## src/alert_trim_pkg.sv

```systemverilog
// Package for the alert-select and trim register block
package alert_trim_pkg;

    // Register offsets on the internal register port
    localparam logic [7:0] UV_CLAMP_TRIM_OFS   = 8'h18;
    localparam logic [7:0] OUTPUT_LVL_TRIM_OFS = 8'h19;
    localparam logic [7:0] ALERT_MASK_A_OFS    = 8'h1A;
    localparam logic [7:0] ALERT_MASK_B_OFS    = 8'h1B;

    // EEPROM shadow addresses copied at power-up
    localparam logic [15:0] UV_CLAMP_EE_ADDR   = 16'h8118;
    localparam logic [15:0] OUTPUT_LVL_EE_ADDR = 16'h8119;
    localparam logic [15:0] ALERT_A_EE_ADDR    = 16'h811A;
    localparam logic [15:0] ALERT_B_EE_ADDR    = 16'h811B;

    // Values held until the EEPROM copy lands
    localparam logic [7:0] TRIM_RESET_VALUE = 8'h00;
    localparam logic [7:0] MASK_RESET_VALUE = 8'h00;

    // Clamp step per code unit, in microvolts
    localparam int UV_CLAMP_STEP_UV = 3100;

    // Mask B field positions
    localparam int MASK_B_HOST_BIT   = 2;
    localparam int MASK_B_UNUSED_BIT = 0;
    localparam int MASK_B_SUPPLY_BIT = 7;
    localparam int MASK_B_MON1_BIT   = 6;
    localparam int MASK_B_MON2_BIT   = 5;
    localparam int MASK_B_MON3_BIT   = 4;
    localparam int MASK_B_MON4_BIT   = 3;
    localparam int MASK_B_MON5_BIT   = 1;

    // Flag vector positions matching mask A
    localparam int FLAG_OV       = 7;
    localparam int FLAG_UV       = 6;
    localparam int FLAG_OCP_TO   = 5;
    localparam int FLAG_AC_LOST  = 4;
    localparam int FLAG_OCP      = 3;
    localparam int FLAG_OTP      = 2;
    localparam int FLAG_ORSW     = 1;
    localparam int FLAG_SHARE    = 0;

    // Fault flags, ordered as the bits of mask A
    typedef struct packed {
        logic overvoltage_fault;
        logic undervoltage_fault;
        logic ocp_timeout;
        logic ac_sense_lost;
        logic overcurrent_flag;
        logic overtemperature;
        logic or_switch_fault;
        logic share_fault;
    } fault_flags_t;

    // Monitor flags, ordered as the used bits of mask B
    typedef struct packed {
        logic supply_not_ok;
        logic monitor_one_flag;
        logic monitor_two_flag;
        logic monitor_three_flag;
        logic monitor_four_flag;
        logic monitor_five_flag;
    } monitor_flags_t;

    // Register port request
    typedef struct packed {
        logic       wr_en;
        logic       rd_en;
        logic [7:0] addr;
        logic [7:0] wdata;
    } reg_req_t;

    // Power-up load request from the EEPROM sequencer
    typedef struct packed {
        logic       load_en;
        logic [15:0] ee_addr;
        logic [7:0] ee_data;
    } ee_load_t;

endpackage : alert_trim_pkg

```

## src/alert_select_and_trim_regs.sv

```systemverilog
// Alert-select masks, trim registers and combined alert output
//
// Behaviour
// RULE_01: Clamp trim holds an 8-bit code; each step raises threshold 3.1 mV.
// RULE_02: Power-up copies EEPROM 8118h and 8119h into clamp and output trims.
// RULE_03: Output level trim: 8-bit read/write target, set at calibration.
// RULE_04: Power-up copies EEPROM 811Ah and 811Bh into alert masks A and B.
// RULE_05: Alert pin asserts when any enabled flag in either mask is active.
// RULE_06: Mask A 7..0: OV, UV, OCP timeout, AC lost, OCP, OT, OR, share.
// RULE_07: Mask B: bit 7 supply, 6..3 monitors one-four, 1 monitor five.
// RULE_08: Mask B bit 2 lets the host drive the alert pin directly.
// RULE_09: Mask B bit 0 stores and reads back but never affects the alert.
// RULE_10: Alert recomputed every clock; drops once no enabled source remains.
`timescale 1ns/1ps

module alert_select_and_trim_regs
    import alert_trim_pkg::*;
(
    input  wire logic           ref_clk,
    input  wire logic           rst_n,
    input  wire reg_req_t       reg_req,
    input  wire ee_load_t       ee_load,
    input  wire fault_flags_t   fault_flags,
    input  wire monitor_flags_t monitor_flags,
    output logic [7:0]          rdata,
    output logic                rvalid,
    output logic [7:0]          uv_clamp_code,
    output logic [7:0]          output_level_code,
    output logic                combined_alert_pin
);

    ////////////////////////////////////////////////////////////////////////
    // Register state

    logic [7:0] undervoltage_clamp_trim_reg;
    logic [7:0] undervoltage_clamp_trim_next;
    logic [7:0] output_level_trim_reg;
    logic [7:0] output_level_trim_next;
    logic [7:0] alert_mask_a_bits_reg;
    logic [7:0] alert_mask_a_bits_next;
    logic [7:0] alert_mask_b_bits_reg;
    logic [7:0] alert_mask_b_bits_next;
    logic [7:0] rdata_reg;
    logic [7:0] rdata_next;
    logic       rvalid_reg;
    logic       rvalid_next;
    logic       alert_reg;
    logic       alert_next;
    // Source vectors laid out bit for bit against the two masks
    logic [7:0] fault_vec;
    logic [7:0] mask_b_flags;

    // Software write to a given offset
    function automatic logic sw_hit(input reg_req_t r, input logic [7:0] ofs);
        sw_hit = r.wr_en && (r.addr == ofs);
    endfunction : sw_hit

    // EEPROM power-up copy to a given shadow address
    function automatic logic ee_hit(input ee_load_t e, input logic [15:0] a);
        ee_hit = e.load_en && (e.ee_addr == a);
    endfunction : ee_hit

    ////////////////////////////////////////////////////////////////////////
    // Trim next values. The EEPROM copy lands first and a host write may
    // follow at any time; when both hit one register in the same cycle the
    // host wins, since the copy runs once at power-up and the host value is
    // the newer intent. The codes leave here raw: the analog side turns the
    // clamp code into a threshold at a fixed step per count, so no scaling
    // is done in logic.
    always_comb begin
        undervoltage_clamp_trim_next = undervoltage_clamp_trim_reg;
        output_level_trim_next       = output_level_trim_reg;
        if (ee_hit(ee_load, UV_CLAMP_EE_ADDR)) begin
            undervoltage_clamp_trim_next = ee_load.ee_data; // see RULE_02
        end
        if (ee_hit(ee_load, OUTPUT_LVL_EE_ADDR)) begin
            output_level_trim_next = ee_load.ee_data; // see RULE_02
        end
        if (sw_hit(reg_req, UV_CLAMP_TRIM_OFS)) begin
            undervoltage_clamp_trim_next = reg_req.wdata; // see RULE_01
        end
        if (sw_hit(reg_req, OUTPUT_LVL_TRIM_OFS)) begin
            output_level_trim_next = reg_req.wdata; // see RULE_03
        end
    end

    // Trim registers; cleared on reset and idle until the EEPROM copy, so a
    // host read before the copy sees the reset value, not the stored trim
    always_ff @(posedge ref_clk) begin
        if (!rst_n) begin
            undervoltage_clamp_trim_reg <= TRIM_RESET_VALUE;
            output_level_trim_reg       <= TRIM_RESET_VALUE;
        end else begin
            undervoltage_clamp_trim_reg <= undervoltage_clamp_trim_next;
            output_level_trim_reg       <= output_level_trim_next;
        end
    end

    ////////////////////////////////////////////////////////////////////////
    // Mask next values, same priority as the trims: host write over copy.
    // All eight bits of both masks are stored, the spare bit of mask B too,
    // so a host that reads back what it wrote never sees a mismatch.
    always_comb begin
        alert_mask_a_bits_next = alert_mask_a_bits_reg;
        alert_mask_b_bits_next = alert_mask_b_bits_reg;
        if (ee_hit(ee_load, ALERT_A_EE_ADDR)) begin
            alert_mask_a_bits_next = ee_load.ee_data; // see RULE_04
        end
        if (ee_hit(ee_load, ALERT_B_EE_ADDR)) begin
            alert_mask_b_bits_next = ee_load.ee_data; // see RULE_04
        end
        if (sw_hit(reg_req, ALERT_MASK_A_OFS)) begin
            alert_mask_a_bits_next = reg_req.wdata; // see RULE_06
        end
        if (sw_hit(reg_req, ALERT_MASK_B_OFS)) begin
            alert_mask_b_bits_next = reg_req.wdata; // see RULE_09
        end
    end

    // Mask registers; every enable is off until the copy lands, so the pin
    // stays quiet through reset even with faults already present. The cost
    // is that nothing is reported before the copy.
    always_ff @(posedge ref_clk) begin
        if (!rst_n) begin
            alert_mask_a_bits_reg <= MASK_RESET_VALUE;
            alert_mask_b_bits_reg <= MASK_RESET_VALUE;
        end else begin
            alert_mask_a_bits_reg <= alert_mask_a_bits_next;
            alert_mask_b_bits_reg <= alert_mask_b_bits_next;
        end
    end

    ////////////////////////////////////////////////////////////////////////
    // Read path: one-cycle latency, unmapped offsets read zero. A read in
    // the same cycle as a write to the same offset returns the old value,
    // since the mux looks at the registers, not at their next values.
    always_comb begin
        rvalid_next = reg_req.rd_en;
        rdata_next  = rdata_reg;
        if (reg_req.rd_en) begin
            unique case (reg_req.addr)
                UV_CLAMP_TRIM_OFS:   rdata_next = undervoltage_clamp_trim_reg;
                OUTPUT_LVL_TRIM_OFS: rdata_next = output_level_trim_reg;
                ALERT_MASK_A_OFS:    rdata_next = alert_mask_a_bits_reg;
                ALERT_MASK_B_OFS:    rdata_next = alert_mask_b_bits_reg;
                default:             rdata_next = 8'h00;
            endcase
        end
    end

    // Read answer registers; rdata holds between reads so the host may pick
    // it up after rvalid has dropped
    always_ff @(posedge ref_clk) begin
        if (!rst_n) begin
            rdata_reg  <= 8'h00;
            rvalid_reg <= 1'b0;
        end else begin
            rdata_reg  <= rdata_next;
            rvalid_reg <= rvalid_next;
        end
    end

    ////////////////////////////////////////////////////////////////////////
    // Fault vector in mask A order. Flags come from same-clock logic, so no
    // synchroniser; built by name so a reordered flag struct cannot shift
    always_comb begin
        fault_vec               = 8'h00;
        fault_vec[FLAG_OV]      = fault_flags.overvoltage_fault;
        fault_vec[FLAG_UV]      = fault_flags.undervoltage_fault;
        fault_vec[FLAG_OCP_TO]  = fault_flags.ocp_timeout;
        fault_vec[FLAG_AC_LOST] = fault_flags.ac_sense_lost;
        fault_vec[FLAG_OCP]     = fault_flags.overcurrent_flag;
        fault_vec[FLAG_OTP]     = fault_flags.overtemperature;
        fault_vec[FLAG_ORSW]    = fault_flags.or_switch_fault;
        fault_vec[FLAG_SHARE]   = fault_flags.share_fault; // see RULE_06
    end

    // Monitor vector in mask B order. The host slot is a constant one, so
    // its enable alone drives the pin; the spare slot is a constant zero, so
    // whatever is stored there never reaches the pin.
    always_comb begin
        mask_b_flags                    = 8'h00;
        mask_b_flags[MASK_B_SUPPLY_BIT] = monitor_flags.supply_not_ok;
        mask_b_flags[MASK_B_MON1_BIT]   = monitor_flags.monitor_one_flag;
        mask_b_flags[MASK_B_MON2_BIT]   = monitor_flags.monitor_two_flag;
        mask_b_flags[MASK_B_MON3_BIT]   = monitor_flags.monitor_three_flag;
        mask_b_flags[MASK_B_MON4_BIT]   = monitor_flags.monitor_four_flag;
        mask_b_flags[MASK_B_HOST_BIT]   = 1'b1; // see RULE_08
        mask_b_flags[MASK_B_MON5_BIT]   = monitor_flags.monitor_five_flag;
        mask_b_flags[MASK_B_UNUSED_BIT] = 1'b0; // see RULE_09 see RULE_07
    end

    // Alert next value: any enabled source from either mask sets the pin
    always_comb begin
        alert_next = (|(alert_mask_a_bits_reg & fault_vec)) // see RULE_06
                   | (|(alert_mask_b_bits_reg & mask_b_flags)); // see RULE_05
    end

    // Alert register; re-evaluated every edge so the pin falls one cycle
    // after the last enabled source clears. The flop costs one cycle of lag
    // but keeps the pin free of glitches from the mask AND-OR tree, which a
    // host input might otherwise catch as a short alert.
    always_ff @(posedge ref_clk) begin
        if (!rst_n) begin
            alert_reg <= 1'b0;
        end else begin
            alert_reg <= alert_next; // see RULE_10
        end
    end

    ////////////////////////////////////////////////////////////////////////
    // Outputs straight from flip-flops; the trim codes go out raw and the
    // analog side scales them
    assign rdata              = rdata_reg;
    assign rvalid             = rvalid_reg;
    assign uv_clamp_code      = undervoltage_clamp_trim_reg; // see RULE_01
    assign output_level_code  = output_level_trim_reg; // see RULE_03
    assign combined_alert_pin = alert_reg;

endmodule : alert_select_and_trim_regs

```

## config.mk

```make
export PLATFORM = sky130hd
export DESIGN_NAME = alert_select_and_trim_regs
export DESIGN_NICKNAME = d
export VERILOG_FILES = /design/src/alert_trim_pkg.sv /design/src/alert_select_and_trim_regs.sv
export SDC_FILE = /design/constraint.sdc
export NUM_CORES = 1
export LEC_CHECK = 0
export BUFFER_PORTS_ARGS = -buffer_cell sky130_fd_sc_hd__clkbuf_2
export CORE_MARGIN = 1.5
export CORE_UTILIZATION = 30
export DETAILED_ROUTE_END_ITERATION = 8
export GPL_ROUTABILITY_DRIVEN = 1
export SLEW_MARGIN = 5
export SYNTH_ARGS = -nofsm -noshare
export SYNTH_HDL_FRONTEND = slang
export SYNTH_SLANG_ARGS = --single-unit
export TNS_END_PERCENT = 5
```

## constraint.sdc

```tcl
create_clock -name ref_clk -period 1.67 [get_ports ref_clk]
set_clock_uncertainty 0.1 [all_clocks]
set_input_delay 0.0835 -clock ref_clk [delete_from_list [all_inputs] [get_ports ref_clk]]
set_output_delay 0.0835 -clock ref_clk [all_outputs]
set_load 0.03 [all_outputs]
```

**Yosys cells after proc, flatten, opt, wreduce, memory -nomap -nowiden**

Index checks and enable logic that the tools add are counted.

- Add/subtract/negate cells: 0
- $mul: 0
- Div/mod/pow operators: 0
- Magnitude comparators: 0
- Equality and inequality tests: 8
- Shift-type cells: 0
- Multiplexer cells: 9
- Bitwise operators: 3
- Reduce and logical (&&, ||, !) cells: 14

Operators with widths:

| operator | count |
|---|---|
| $eq 16x16->1 const B | 4 |
| $mux 8 | 8 |
| $eq 8x5->1 const B | 4 |
| $pmux 8 s4 | 1 |
| $and 8x8->8 | 2 |
| $reduce_or 8->1 | 2 |
| $logic_and 1x1->1 | 8 |
| $reduce_bool 2->1 | 4 |
| $or 1x1->1 | 1 |

- Bits in registers: 42
- Bits in latches: 0
- Memory bits (writable): 0
- ROM bits: 0
- Output and inout bits: 26
- Word-level logic and storage cells: 41
- Memories kept: 0

**Logic depth before layout (Yosys ltp)**

Gate-level depths: netlist of run 1.

- Depth in word-level cells: 4
- Mapped depth: 6
- Gate-level depth less buffers: 4

**Worst setup path after synthesis of run 1**

Ideal clock, no wire load.

- Path kind: input port to flip-flop
- From: input port reg_req[15] in the netlist's numbering
- To: register output_level_trim_reg[0] (netlist: output_level_code[0])
- Arrival time: 1.182 ns
- Data required time: 1.448 ns
- Setup slack: 0.267 ns
- Stages: 5
- Cell sequence: or2_1 -> buf_4 -> or4_4 -> o21ai_1 -> a21oi_1

- Longest elaborated chain between the ends: 3
- Elaborated cells on any way between the ends: 4

Ends and longest elaborated chain:

| what | line | text |
|---|---|---|
| start, declared | alert_select_and_trim_regs.sv:21 | `input wire reg_req_t reg_req,` |
| $eq 8x5->1 (*) | alert_select_and_trim_regs.sv:55 | `sw_hit = r.wr_en && (r.addr == ofs);` |
| $logic_and 1x1->1 (*) | alert_select_and_trim_regs.sv:55 |  |
| $mux 8 or $reduce_bool 2->1 (tied branches) | - |  |
| end signal, assigned | alert_select_and_trim_regs.sv:95 | `output_level_trim_reg <= output_level_trim_next;` |
| end, declared | alert_select_and_trim_regs.sv:37 | `logic [7:0] output_level_trim_reg;` |

Every way passes the cells marked *; elsewhere a longest branch is shown, timed or not.
A chain may end at the register's enable or synchronous reset.

**Final worst setup path of run 1**

- From: input port reg_req[15] in the netlist's numbering
- To: register alert_mask_a_bits_reg[6]

- Longest elaborated chain between the ends: 3
- Elaborated cells on any way between the ends: 4

Ends and longest elaborated chain:

| what | line | text |
|---|---|---|
| $eq 8x5->1 (*) | alert_select_and_trim_regs.sv:55 |  |
| $logic_and 1x1->1 (*) | alert_select_and_trim_regs.sv:55 |  |
| $mux 8 or $reduce_bool 2->1 (tied branches) | - |  |
| end signal, assigned | alert_select_and_trim_regs.sv:128 | `alert_mask_a_bits_reg <= alert_mask_a_bits_next;` |
| end, declared | alert_select_and_trim_regs.sv:39 | `logic [7:0] alert_mask_a_bits_reg;` |

Marks and branches as above.

==> impl_results.md, run 1 <==
- Final nets: between 400 and 500
- Largest net degree at the start of global routing: 33
- DRT antenna net count: 0
- Yosys reg bits: 42
- Final hold violation count: 0
- Port Buffers: 84
- Avg Inst Size Synth: 8.76 sq um
- Clock latency on the worst-skew pair: roughly 0.30 ns
- Post-DP HPWL: approximately 5800 um
- Post-synth EDFFs: 0
- Final critical-path share of the clock period: roughly 77%
- Commonest non-fill, non-tap cell in the layout: clkbuf_2
- Post-Layout Cell Count: around 450
- Critical Path AT: 1.37 ns
- CTS tree: done
- Final worst path period need: between 1 and 1.5 ns
- First-pass GRT wire length: 12100 um
- Finished Cell Area: 0.00300 sq mm
- First-pass detailed-route iteration total: 5
- Total congestion overflow: 0
- CTS H-tree depth: 2
- Ratio of cells with drive above 1 in the final layout: a little over a third
- Clock transition at path regs: around 0.080 ns
- GP Congestion: between 0.8 and 0.9
- Reg area: approximately 840 sq um
- Max VDD drop: between 300 and 400 uV
- Worst endpoint required time: 1.76 ns
- Met1 usage: 23.6%
- Hold slack: ~0.015 ns
- Clock sinks: 42
- Leakage power: between 1 and 1.5 nW
- Setup tns final: 0 ns
- Largest cells by area after synthesis: dfxtp_1 (36%), o21ai_0 (8.1%), a31oi_1 (8.0%), mux4_2 (7.7%), a21oi_1 (6.8%)
- Post-CTS Setup Bufs: 0
- CP Launch Type: input pin
- Die width: between 90 and 100 um
- Seq/Total Area, Yosys: 35.8%
- Max_slew headroom: 63.4%
- Critical path buffers and inverters: 1
- Root Buffer: clkbuf_8
- Placed cells: between 400 and 500
- Top cell type's share of synthesized area: 35.8%
- Cell family with most CP delay: simple AND/OR/NAND/NOR gates
- F_max: just under 800 MHz
- Iteration-0 DRC Markers: 194
- Core area: between 0.007 and 0.008 sq mm
- Cell taking the most area after synthesis: dfxtp_1
- Final Core Density: just under 40%
- Post-route DRC: 0
- Area grow syn2layout: 27.9%
- TritonCTS buffer count: 5
- Via/cell ratio: 5.66
- Syn Inst Count: between 200 and 300
- Maximum fanout along the worst path: 9
- Ports: 85
- Grt met3 use: under 10%
- Die height: slightly above 90 um
- Worst setup path category: in2reg
- Detailed Route WL: roughly 8000 um
- Critical Path Max Stage Delay: 0.63 ns
- Die ar.: 0.00836 sq mm
- M2 GR Usage: a little under a third
- RSZ-0062 raised after global routing: false
- Multi-input logic area: approximately 0.0014 sq mm
- Most crowded layer after global routing: met2
- Area after DPL: a little under 0.003 sq mm
- Setup crit end kind: register
- # fillers: 792
- Pwr/cell area: roughly 650 mW/mm^2
- Worst hold path type: in2reg
- Max_cap viols: 0
- FP Rows: 32
- Actual slew at the worst max-slew pin: about 0.55 ns
- Crit path cell chain: clkbuf_2 -> or2_1 -> or4_4 -> o21ai_1 -> a21oi_1
- Synth Cell Area: ~0.0023 sq mm
- Vias: 2558
- DR WL/cell: 17.2 um
- Initial core utilization: between 30% and 40%
- Initial antenna violation count: 0
- Syn Nets: ~330
- Main synth FF type: dfxtp_1
- Vias in the first global route: 2316
- Max-slew violation count: 0
- Synth warn: 0
- Status: finished clean
- N_diodes: 0
- Post-synth ARST share: 0%
- Post_cts resized: 0
- Tot GR Track Use: 18.6%
- CP max-delay cell: or4_4
- Hold_buf cts: 0
- Final setup fails: 0
- Max clock buf depth: 2
- Post-synth cell types: 40
- Most frequent cells in the layout: clkbuf_2 (84), dfxtp_1 (42), o21ai_0 (38)
[worst paths after layout]
check / from / endpoint / slack [ns] / cells past startpoint
max reg2reg: alert_mask_b_bits_reg[2] / rdata[2] / 0.45 / 3
min reg2reg: rdata[4] / rdata[4] / 0.38 / 2
min: reg_req[3] / uv_clamp_code[3] / 0.02 / 3
max: reg_req[15] / alert_mask_a_bits_reg[6] / 0.38 / 5
[area by class of cell]
type | instances | area share (%)
clock buffer | 7 | 2.88
clock inverter | 1 | 0.167
inverter | 1 | 0.125
multi-input combinational | 203 | 46.3
sequential | 42 | 28.0
tap | 102 | 4.25
timing repair buffer | 96 | 18.3
[synthesized netlist by cell type, drive strengths merged, types with 2 or more instances]
master  count
and2        2
nand4       3
a22oi       5
nor3        2
clkbuf     11
nand3      10
nor4b       2
dfxtp      42
o21ai      60
a31oi      30
mux4        8
a21boi      8
a21oi      32
nor2        4
nor4        2
o31ai       2
or4         2
o41ai       2
buf        11
or2         3
nand2b      9
nand2       5
or3         2
[layer usage]
layer	share of wire, %	wire length, um	vias up
met5	0	0	-
met4	3.1	243	0
met3	7.0	544	22
met2	47	3670	125
met1	43	3310	1194
li1	-	-	1217
[metrics by stage]
stage | worst slack (ns) | power, W
finish | 0.383 | 0.00195
global route | 0.281 | 0.00202
CTS | 0.391 | 0.00196
detailed placement | 0.0816 | 0.00128
global placement | 0.103 | 0.00128
floorplan | 0.267 | 0.00114
[kinds of logic after synthesis]
kind of cell	after synthesis	share of synthesized area [%]
AND/OR/NAND/NOR	53	16.2
multiplexers	8	7.68
AO/OA/AOI/OAI	142	35.4
buffers and inverters	23	4.96
flip-flops	42	35.8
[tightest hold or removal path, delay by kind of cell]
family / cells / cell delay (ns)
AO/OA/AOI/OAI: 2 / 0.16
buffers and inverters: 1 / 0.13
[where the power goes]
group | total (W) | internal (W) | switching [W] | leakage (nW)
Combinational | 0.000252 | 0.000102 | 0.000150 | 0.720
Clock | 0.000697 | 0.000334 | 0.000363 | 0.0482
Sequential | 0.00101 | 0.00100 | 0.00000184 | 0.338
No activity file was read; power rests on OpenSTA's default activity.
==> inputs of run 2 (changes only) <==
- clock period: 1.67 -> 1.3 ns (I/O delays scaled with it)
==> impl_results.md, run 2 (synthesis results as in run 1) <==
- Status: finished with violations
- Failing checks: hold timing
- Ports: 85 (unchanged)
- N_diodes: 0 (unchanged)
- Core area: 0.00765 sq mm (unchanged)
- GP Congestion: 0.841 (+2.4%)
- Most frequent cells in the layout: clkbuf_2 (84), dfxtp_1 (42), o21ai_0 (32), a21oi_1 (32), a31oi_1 (30)
- Commonest non-fill, non-tap cell in the layout: clkbuf_2
- Via/cell ratio: 5.53 (-2.3%)
- Ratio of cells with drive above 1 in the final layout: 39.2% (+2.6 points)
- R2r setup slk: 0.09 ns (-0.36 ns)
- Pwr/cell area: 805 mW/mm^2 (+24%)
- Detailed Route WL: 7580 um (-2.4%)
- First-pass detailed-route iteration total: 5 (unchanged)
- Largest net degree at the start of global routing: 33 (unchanged)
- Iteration-0 DRC Markers: 197 (+1.5%)
- # fillers: 787 (-0.63%)
- Clock sinks: 42 (unchanged)
- TritonCTS buffer count: 5 (unchanged)
- Root Buffer: clkbuf_8
- Final setup fails: 0 (unchanged)
- Crit path cell chain: mux4_2 -> nand3_1 -> a21boi_0
- R2r startpoint: alert_mask_b_bits_reg[3]
- DR WL/cell: 16.2 um (-5.6%)
- Clock latency on the worst-skew pair: 0.30 ns (about the same)
- Die height: 91.5 um (unchanged)
- Hold slack: -0.000286 ns (-0.0157 ns)
- Final hold violation count: 1 (+1)
- Maximum fanout along the worst path: 3 (-6)
- Critical Path Max Stage Delay: 0.47 ns (-0.16 ns)
- Max VDD drop: 350 uV (+13%)
- Hold Path Origin: reg_req[3]
- FP Rows: 32 (unchanged)
- Final nets: 423 (+3.7%)
- Critical Path AT: 1.29 ns (-0.08 ns)
- Worst endpoint required time: 1.38 ns (-0.38 ns)
- FF-to-FF End: rdata[3]
- Area grow syn2layout: 33.7%
- Setup crit end kind: register
- Clock transition at path regs: 0.08 ns (about the same)
- Port Buffers: 84 (unchanged)
- Final critical-path share of the clock period: between 90% and 100%
- Post-DP HPWL: 5840 um (+0.83%)
- Hold Path End: uv_clamp_code[3]
- Max clock buf depth: 2 (unchanged)
- DRT antenna net count: 0 (unchanged)
- Vias in the first global route: 2320 (+0.17%)
- Max_slew headroom: 77.4% (+14 points)
- First-pass GRT wire length: 12000 um (-0.29%)
- Die ar.: 0.00836 sq mm (unchanged)
- Final worst path period need: 1.21 ns
- Worst hold path type: in2reg
- Post-CTS Setup Bufs: 0 (unchanged)
- Die width: 91.5 um (unchanged)
- Worst setup path category: reg2reg
- Total congestion overflow: 0 (unchanged)
- Pwr Total: 0.00253 W (+29%)
- CP max-delay cell: mux4_2
- CP Launch Type: register
- Hold depth: 3 (unchanged)
- F_max: around 830 MHz
- Finished Cell Area: 0.00314 sq mm (+4.5%)
- Vias: 2583 (+0.98%)
- Tot GR Track Use: 18.2% (-0.38 points)
- Actual slew at the worst max-slew pin: 0.335 ns (-0.213 ns)
- Initial core utilization: 30.7% (unchanged)
- Critical path buffers and inverters: 0 (-1)
- R2R depth: 3 (unchanged)
- CTS H-tree depth: 2 (unchanged)
- Leakage power: 1.18 nW (+6.5%)
- Initial antenna violation count: 0 (unchanged)
- CTS tree: done
- Cell family with most CP delay: multiplexers
- Max_cap viols: 0 (unchanged)
- Area after DPL: 0.00301 sq mm (+3.4%)
- RSZ-0062 raised after global routing: false
- Post-route DRC: 0 (unchanged)
- Max-slew violation count: 0 (unchanged)
[run 2: cell count changes in the layout (fill, tap and decap cells not counted)]
cell           change
buf_4             +13
dlygate4sd3_1      +2
nand4bb_1          -1
nand4bb_4          +1
o21ai_0            -6
o21ai_1            +6
or2_1              -1
or2_4              +1
[run 2: how the worst max path moves through the flow]
stage / endpoint / cells past startpoint / slack (ns) / start
CTS: alert_mask_a_bits_reg[1] / 5 / 0.01 / reg_req[13]
detailed placement: alert_mask_a_bits_reg[1] / 5 / -0.29 / reg_req[13]
global placement: output_level_code[6] / 5 / -0.23 / reg_req[13]
finish: rdata[3] / 3 / 0.09 / alert_mask_b_bits_reg[3]
global route: rdata[6] / 3 / 0.02 / alert_mask_a_bits_reg[6]
floorplan: alert_mask_a_bits_reg[7] / 5 / -0.02 / reg_req[15]
[run 2: metal layers]
layer	GRT usage, %	share of wire (%)	up-vias
met4	7.81	2.2	0
met1	24.6	43	1187
met3	2.85	8.0	16
met5	0	0	-
met2	28.7	47	147
li1	-	-	1233
[run 2: worst min-delay path, cell delays in order]
cell      delay (ns)
clkbuf_2        0.13
o21ai_2         0.13
a21oi_1         0.03
[run 2: per-stage QoR]
stage / setup TNS [ns] / std cells / utilization [%] / setup slack [ns]
final: 0 / 467 / 41.0 / 0.0937
after global routing: 0 / 467 / 41.0 / 0.0162
after floorplan: -0.403 / 268 / - / -0.0223
after detailed placement: -8.59 / 457 / 39.3 / -0.293
after CTS: 0 / 467 / 40.8 / 0.0125
after global placement: -7.01 / 457 / 39.3 / -0.233
[run 2: what timing repair did]
item,in CTS,in global routing
resized for setup,0,3
endpoints found under the hold margin,3,0
endpoints found under the setup margin,0,30
hold buffers,2,0
[run 2: area by class of cell]
cell class / count / area [sq um] / area share (%)
clock buffers: 7 / 86.3 / 2.75
flip-flops and latches: 42 / 841 / 26.8
repair buffers: 111 / 666 / 21.2
well taps: 102 / 128 / 4.07
multi-input cells: 203 / 1410 / 44.9
clock inverters: 1 / 5.00 / 0.159
inverters: 1 / 3.75 / 0.120
[run 2: power breakdown]
part	total [W]	internal (W)	switching (W)
Clock	0.000871	0.000429	0.000443
Combinational	0.000362	0.000163	0.000199
Sequential	0.00129	0.00129	0.00000238
